--- src/inc/link_ctrl_pkg.sv ---
// Shared constants and carrier types for the link behaviour control block
package link_ctrl_pkg;

    // Management register geometry
    localparam int             REG_AW         = 5;
    localparam int             REG_DW         = 16;
    localparam logic [4:0]     OFS_CTRL_A     = 5'h0a;
    localparam logic [4:0]     OFS_CTRL_B     = 5'h0b;
    localparam logic [15:0]    RST_CTRL_A     = 16'h0000;
    localparam logic [15:0]    RST_CTRL_B     = 16'h0000;

    // Field positions in control register A
    localparam int             BIT_EXT_FDX    = 5;
    localparam int             BIT_IDLE_SERR  = 2;
    localparam int             BIT_ODD_DIS    = 1;

    // Field positions in control register B
    localparam int             BIT_DSCR_FLD   = 10;

    // Writable bits; everything else is reserved
    localparam logic [15:0]    WMASK_CTRL_A   = 16'h0026;
    localparam logic [15:0]    WMASK_CTRL_B   = 16'h0400;

    // Management access request
    typedef struct packed {
        logic [4:0]  addr;
        logic        wr;
        logic        rd;
        logic [15:0] wdata;
    } reg_req_t;

    // One transmit nibble's control pair
    typedef struct packed {
        logic en;
        logic er;
    } mii_tx_t;

    // State of the odd-nibble guard
    typedef struct packed {
        mii_tx_t tx;
        logic    in_frame;
        logic    odd;
        logic    ext;
    } guard_state_t;

    // State of the control block
    typedef struct packed {
        logic [15:0] ctrl_a;
        logic [15:0] ctrl_b;
        logic [15:0] rdata;
        logic        full_duplex;
        logic        rx_er;
        logic        link_drop;
        logic        lock_d;
    } ctrl_state_t;

endpackage

--- src/hdl/odd_nibble_guard.sv ---
// Transmit odd-nibble boundary guard with one-nibble extension
`timescale 1ns/100ps
module odd_nibble_guard
    import link_ctrl_pkg::*;
(
    input  wire logic    clk_in,
    input  wire logic    rst_n_in,
    input  wire logic    nib_stb_in,
    input  wire mii_tx_t tx_in,
    input  wire logic    detect_dis_in,
    output mii_tx_t      tx_out
);

    guard_state_t s_r;
    guard_state_t s_nxt;

    // Advance once per transmit clock period, marked by the nibble strobe
    always_comb begin
        s_nxt = s_r;
        if (nib_stb_in) begin
            s_nxt.ext = 1'b0;
            if (tx_in.en) begin
                s_nxt.in_frame = 1'b1;
                s_nxt.odd      = s_r.in_frame ? ~s_r.odd : 1'b1;
                s_nxt.tx       = tx_in;
            end else if (s_r.in_frame && s_r.odd && !detect_dis_in) begin
                // Frame ended mid-byte: hold enable one more nibble as an error
                s_nxt.in_frame = 1'b0;
                s_nxt.odd      = 1'b0;
                s_nxt.ext      = 1'b1;
                s_nxt.tx.en    = 1'b1;
                s_nxt.tx.er    = 1'b1;
            end else begin
                // Disabled check passes the drop straight through
                s_nxt.in_frame = 1'b0;
                s_nxt.odd      = 1'b0;
                s_nxt.tx       = tx_in;
            end
        end
    end

    // State register
    always_ff @(posedge clk_in or negedge rst_n_in) begin
        if (!rst_n_in) begin
            s_r <= '0;
        end else begin
            s_r <= s_nxt;
        end
    end

    assign tx_out = s_r.tx;

endmodule

--- src/hdl/phy_link_behaviour_control.sv ---
// Link behaviour control registers and the corner-case logic they steer
`timescale 1ns/100ps
//
// Operation
// Override clear: duplex follows the standard resolution result.
// Override set, local AN or forced 100TX, partner forced 100TX: full duplex.
// Idle symbol errors reported only while the idle report bit is set.
// Odd-nibble enable drop extends enable one nibble, flagged as transmit error.
// Odd-nibble check disabled: no extension, no injected error.
// Descrambler drop works alongside the other fast link drop sources.
// Descrambler drop bit set: lock loss drops link; clear: it does not.
// Control register A at offset 0xA, resets to zero.
// Control register B at offset 0xB, resets to zero.
// Reserved bits read zero and ignore writes.
module phy_link_behaviour_control
    import link_ctrl_pkg::*;
(
    input  wire logic        CORE_CLK_IN,
    input  wire logic        RST_N_IN,
    // Management register port
    input  wire logic [4:0]  REG_ADDR_IN,
    input  wire logic        REG_WR_IN,
    input  wire logic        REG_RD_IN,
    input  wire logic [15:0] REG_WDATA_IN,
    output logic      [15:0] REG_RDATA_OUT,
    // Duplex resolution inputs
    input  wire logic        AN_ENABLE_IN,
    input  wire logic        FORCE_100TX_IN,
    input  wire logic        PARTNER_FORCED_100TX_IN,
    input  wire logic        STD_FULL_DUPLEX_IN,
    output logic             FULL_DUPLEX_OUT,
    // Receive error path
    input  wire logic        RX_FRAME_ERR_IN,
    input  wire logic        RX_IDLE_IN,
    input  wire logic        RX_SYM_ERR_IN,
    output logic             RX_ER_OUT,
    // Transmit control from the MAC side
    input  wire logic        TX_NIB_STB_IN,
    input  wire logic        TX_EN_IN,
    input  wire logic        TX_ER_IN,
    output logic             TX_EN_OUT,
    output logic             TX_ER_OUT,
    // Fast link drop
    input  wire logic        DSCR_LOCK_IN,
    input  wire logic        OTHER_FLD_IN,
    output logic             LINK_DROP_OUT,
    // Live option bits for the rest of the PHY
    output logic             IDLE_SYMBOL_ERROR_REPORT_OUT,
    output logic             DSCR_FLD_EN_OUT
);

    // Whole block state and its next value
    ctrl_state_t s_r;
    ctrl_state_t s_nxt;

    // Carriers and decoded conditions
    reg_req_t    req;
    mii_tx_t     tx_raw;
    mii_tx_t     tx_guarded;
    logic        forced_partner_case;
    logic        lock_lost;

    // Masked register update; reserved bits never take a one
    function automatic logic [15:0] masked_write(input logic [15:0] data,
                                                 input logic [15:0] mask);
        masked_write = data & mask;
    endfunction

    // Index decode shared by the write and the read path
    function automatic logic [1:0] reg_select(input logic [4:0] addr);
        // No hit unless one of the two offsets matches
        reg_select = 2'h0;
        if (addr == OFS_CTRL_A) begin
            reg_select = 2'h1;
        end else if (addr == OFS_CTRL_B) begin
            reg_select = 2'h2;
        end
    endfunction

    // Duplex pick: the override only counts in the forced-partner case
    function automatic logic duplex_pick(input logic override_en,
                                         input logic forced_case,
                                         input logic std_full);
        if (override_en && forced_case) begin
            duplex_pick = 1'b1;
        end else begin
            duplex_pick = std_full;
        end
    endfunction

    // In-frame errors always pass; idle ones only while reporting is on
    function automatic logic rx_error_pick(input logic frame_err,
                                           input logic idle,
                                           input logic sym_err,
                                           input logic report_en);
        rx_error_pick = frame_err || (idle && sym_err && report_en);
    endfunction

    // Descrambler drop is ORed in, so the other sources never mask it
    function automatic logic drop_pick(input logic other_req,
                                       input logic dscr_en,
                                       input logic lost);
        drop_pick = other_req || (dscr_en && lost);
    endfunction

    // Gather the request into its carrier
    assign req.addr  = REG_ADDR_IN;
    assign req.wr    = REG_WR_IN;
    assign req.rd    = REG_RD_IN;
    assign req.wdata = REG_WDATA_IN;

    // Local AN or local forced 100TX, with the partner in forced 100TX
    assign forced_partner_case = (AN_ENABLE_IN || FORCE_100TX_IN)
                               && PARTNER_FORCED_100TX_IN;

    // Lock fell since last cycle; the lock flag comes from same-clock logic
    assign lock_lost = s_r.lock_d && !DSCR_LOCK_IN;

    // Next-state logic for registers and derived outputs
    always_comb begin
        // Anything not named below holds its value
        s_nxt = s_r;

        // Register writes; write and read may share a cycle
        // A read in the same cycle still returns the old value
        if (req.wr) begin
            unique case (reg_select(req.addr))
                2'h1: begin
                    s_nxt.ctrl_a = masked_write(req.wdata, WMASK_CTRL_A);
                end
                2'h2: begin
                    s_nxt.ctrl_b = masked_write(req.wdata, WMASK_CTRL_B);
                end
                default: begin
                    // Unmapped index: the write is dropped
                    s_nxt.ctrl_a = s_r.ctrl_a;
                end
            endcase
        end

        // Read data shows stored value; other offsets read zero
        if (req.rd) begin
            unique case (reg_select(req.addr))
                2'h1: begin
                    s_nxt.rdata = s_r.ctrl_a & WMASK_CTRL_A;
                end
                2'h2: begin
                    s_nxt.rdata = s_r.ctrl_b & WMASK_CTRL_B;
                end
                default: begin
                    // Unmapped indexes read as zero
                    s_nxt.rdata = 16'h0000;
                end
            endcase
        end

        // Duplex decision from the override bit and both modes
        s_nxt.full_duplex = duplex_pick(s_r.ctrl_a[BIT_EXT_FDX],
                                        forced_partner_case,
                                        STD_FULL_DUPLEX_IN);

        // Receive error towards the MAC
        s_nxt.rx_er = rx_error_pick(RX_FRAME_ERR_IN, RX_IDLE_IN, RX_SYM_ERR_IN,
                                    s_r.ctrl_a[BIT_IDLE_SERR]);

        // Fast link drop from every enabled source
        s_nxt.link_drop = drop_pick(OTHER_FLD_IN,
                                    s_r.ctrl_b[BIT_DSCR_FLD],
                                    lock_lost);

        // Lock history; resets low so an unlocked receiver shows no false loss
        s_nxt.lock_d = DSCR_LOCK_IN;
    end

    // State register; both controls come up all zero
    always_ff @(posedge CORE_CLK_IN or negedge RST_N_IN) begin
        if (!RST_N_IN) begin
            // Options come up off
            s_r.ctrl_a      <= RST_CTRL_A;
            s_r.ctrl_b      <= RST_CTRL_B;
            // Read data and decisions start quiet
            s_r.rdata       <= 16'h0000;
            s_r.full_duplex <= 1'b0;
            s_r.rx_er       <= 1'b0;
            s_r.link_drop   <= 1'b0;
            s_r.lock_d      <= 1'b0;
        end else begin
            s_r <= s_nxt;
        end
    end

    // Transmit path through the odd-nibble guard
    // Enable and error only move on strobe edges, so each stands a nibble
    assign tx_raw.en = TX_EN_IN;
    assign tx_raw.er = TX_ER_IN;

    odd_nibble_guard u_guard (
        .clk_in        (CORE_CLK_IN),
        .rst_n_in      (RST_N_IN),
        .nib_stb_in    (TX_NIB_STB_IN),
        .tx_in         (tx_raw),
        .detect_dis_in (s_r.ctrl_a[BIT_ODD_DIS]),
        .tx_out        (tx_guarded)
    );

    // Register read data holds until the next read
    assign REG_RDATA_OUT                = s_r.rdata;

    // Link decisions, one cycle behind their inputs
    assign FULL_DUPLEX_OUT              = s_r.full_duplex;
    assign RX_ER_OUT                    = s_r.rx_er;
    assign LINK_DROP_OUT                = s_r.link_drop;

    // Guarded transmit controls, moving only after a nibble strobe
    assign TX_EN_OUT                    = tx_guarded.en;
    assign TX_ER_OUT                    = tx_guarded.er;

    // Live option bits straight from the registers
    assign IDLE_SYMBOL_ERROR_REPORT_OUT = s_r.ctrl_a[BIT_IDLE_SERR];
    assign DSCR_FLD_EN_OUT              = s_r.ctrl_b[BIT_DSCR_FLD];

endmodule

--- config.mk ---
export PLATFORM = sky130hd
export DESIGN_NAME = phy_link_behaviour_control
export DESIGN_NICKNAME = d
export VERILOG_FILES = /design/src/inc/link_ctrl_pkg.sv /design/src/hdl/odd_nibble_guard.sv /design/src/hdl/phy_link_behaviour_control.sv
export SDC_FILE = /design/constraint.sdc
export NUM_CORES = 1
export LEC_CHECK = 0
export BUFFER_PORTS_ARGS = -buffer_cell sky130_fd_sc_hd__buf_2
export CORE_MARGIN = 1
export CORE_UTILIZATION = 41
export CTS_CLUSTER_SIZE = 16
export DETAILED_ROUTE_END_ITERATION = 6
export PLACE_DENSITY = 0.92
export RECOVER_POWER = 100
export SETUP_SLACK_MARGIN = 0.15
export SYNTH_ARGS = -nofsm -noshare
export SYNTH_HDL_FRONTEND = slang
export SYNTH_SLANG_ARGS = --single-unit
--- constraint.sdc ---
create_clock -name CORE_CLK_IN -period 1.6 [get_ports CORE_CLK_IN]
set_input_delay 0.24 -clock CORE_CLK_IN [delete_from_list [all_inputs] [get_ports CORE_CLK_IN]]
set_output_delay 0.24 -clock CORE_CLK_IN [all_outputs]
set_load 0.05 [all_outputs]
==> results.md <==
* Worst skew pair latency at 0.27 ns
* Max IR drop VDD at 0.473 mV
* IO Port Bufs at 35
* Yosys warns at 0
* Fin crit period at 1.35 ns
* # diodes at 0
* CTS max path bufs at 2
* Die ar. at 2080 sq um
* Total power at 0.000979 W
* CORE AREA at 1760 sq um
* Average size of a mapped cell at 12.2 sq um
* FF-to-FF path depth at 2
* Synthesis-to-layout area growth at 17.3%
* Initial antenna violation count at 0
* Pwr/cell area at 1070 nW/um^2
* Post-synth EDFFs at 0
* Post-synth top area share at 51.3%
* Distinct cells, synth at 23
* Global-route wire length before repair at 2.30 mm
* Startpoint Class: flop
* Slew headroom at 42.0%
* Hold_buf cts at 1
* DRC Markers at 0
* Slowest-stage cell, CP: clkbuf_1
* Max-cap violations at 0
* Vias in the first global route at 576
* WHS Endpoint: s_r[0]$_DFF_PN0_
* Final hold violations at 0
* Setup TNS at 0 ns
* Status: finished, final reports clean
* Hold_ws at 0.0803 ns
* Post-Layout Cell Count at 124
* Die Ht at 45.6 microns
* Register bit total from synthesis at 16
* Die X at 45.6 microns
* Synth Flop Type: dfrtp_1
* Ys async rst share at 100%
* Pleak at 0.465 nW
* Data required time of the worst path at 1.36 ns
* CP arrival at 1.11 ns
* # nets final at 137
* Postcts setup bufs at 0
* Routed vias/inst at 4.56
* Top post-synthesis cells by area: dfrtp_1 51%, buf_4 15%, mux2_4 7.7%
* Hold Crit Depth at 1
* Drt pass-1 iters at 4
* RePlAce Congestion at 0.667
* Critical path depth at 1
* FP Rows at 15
* Reg clk slew, reported paths at 0.09 ns
* Fin crit share at 84.4%
* Reg2reg setup slack at 0.62 ns
* Worst min path class: in2reg
* CTS H-tree depth at 1
* Critical-path cell list: clkbuf_1
* CP endpoint kind: output port
* Crit Reg-Reg Endpoint: u_guard.tx_out[0]$_DFFE_PN0P_
* Min-delay src: DSCR_LOCK_IN
* Root buf cell: clkbuf_4
* Iter 0 DRT Violations at 7
* TritonCTS clock tree: built
* Sequential area share after synthesis at 51.3%
* Crit Path Category: reg2out
* DP Cell Count at 119
* ANT nets after route at 0
* Top delay family on crit path: buffers and inverters
* WP buf/inv at 1
* Dominant cell type by area after synthesis: dfrtp_1
* GR Util All Layers at 16.1%
* Slew @ Worst Pin at 0.870 ns
* F_max at 741 MHz
* Fraction of layout cells with a size suffix above 1 at 33.3%
* Top-Level Pins at 60
* CTS sink cnt at 16
* Unrepaired setup endpoints after global routing: no
* Largest net degree at the start of global routing at 17
* Post-Route WL at 1.48 mm
* Vias at 566
* Routed length per instance at 11.9 microns
* Cts bufs inserted at 3
* CP max FO at 2
* Final max-slew violation count at 0
* Synth top cells by count: 16 x buf_4, 16 x dfrtp_1, 4 x inv_1, 4 x mux2_4, 3 x a22o_1
* Slowest stage delay, CP at 0.48 ns
* Synthesized cell area at 781 sq um
* Setup-failing EPs final at 0
* Starting Density at 44.3%
* R2R Path Start: s_r[37]$_DFFE_PN0P_
* Setup Skew at 0.00309 ns
* Post-CTS sizing at 0
* Cells after Synth at 64
* GRT overflow at 0
* Post-DP HPWL at 1.19 mm
-- cell families (layout without fill, tap and decap cells) --
logic type	count (synthesis)	count (layout)	synth area share, %
compound gates	12	12	11.7
buf+inv	20	44	17.3
flops	16	16	51.3
mux	5	5	9.13
other cells	1	12	0.480
simple gates	10	10	10.1
-- area by class of cell --
type / instances / area (sq um)
timing repair buffer: 36 / 171
sequential: 16 / 400
inverter: 4 / 15.0
tap: 25 / 31.3
multi-input combinational: 39 / 262
fill: 190 / 848
clock buffer: 4 / 36.3
-- state kept, by name, summed over array words and instances (netlist names) --
signal,flops
REG_RDATA_OUT,4
s_r,3
u_guard.s_r,2
u_guard.tx_out,2
DSCR_FLD_EN_OUT,1
FULL_DUPLEX_OUT,1
IDLE_SYMBOL_ERROR_REPORT_OUT,1
LINK_DROP_OUT,1
RX_ER_OUT,1
-- layout by cell type (no fill, tap or decap), types with 2 or more instances in the layout --
master and instances:
conb_1 12, dfrtp_1 16, inv_1 4, clkbuf_4 3, a22o_1 3, clkbuf_1 11
nand3_1 2, buf_2 24, mux2_4 2, o21ai_0 2, nand2_1 2, mux2_1 2
-- power by group --
group          total, W  switching (W)  leakage, nW  internal [W]
clock network  0.000254       0.000116       0.0210      0.000138
logic          0.000255       0.000187        0.245     0.0000678
registers      0.000471      0.0000290        0.199      0.000442
-- worst max-delay path by stage --
stage                                  from                                       end  slack [ns]
6_report       REG_RDATA_OUT[5]$_DFFE_PN0P_                          REG_RDATA_OUT[5]        0.25
5_1_grt        REG_RDATA_OUT[1]$_DFFE_PN0P_                          REG_RDATA_OUT[1]        0.19
4_1_cts         DSCR_FLD_EN_OUT$_DFFE_PN0P_                           DSCR_FLD_EN_OUT        0.36
3_5_place_dp                 REG_ADDR_IN[2]                       s_r[37]$_DFFE_PN0P_        0.33
3_3_place_gp                 REG_ADDR_IN[2]                       s_r[37]$_DFFE_PN0P_        0.37
2_1_floorplan                REG_ADDR_IN[2]  IDLE_SYMBOL_ERROR_REPORT_OUT$_DFFE_PN0P_        0.50
-- per-layer routing --
layer,global-route usage [%],vias to the layer above,share of wire (%)
met1,16.9,270,40
met5,0,-,0
met3,3.97,2,8.5
li1,-,264,-
met2,29.7,30,51
met4,7.27,0,0.61
-- stage by stage --
stage	cell area, sq um	utilization, %	worst slack [ns]
3_3_place_gp	908	51.5	0.371
4_1_cts	955	54.1	0.357
6_report	916	51.9	0.250
2_1_floorplan	822	-	0.503
5_1_grt	916	51.9	0.195
3_5_place_dp	908	51.5	0.332
(Power assumes the default switching activity.)
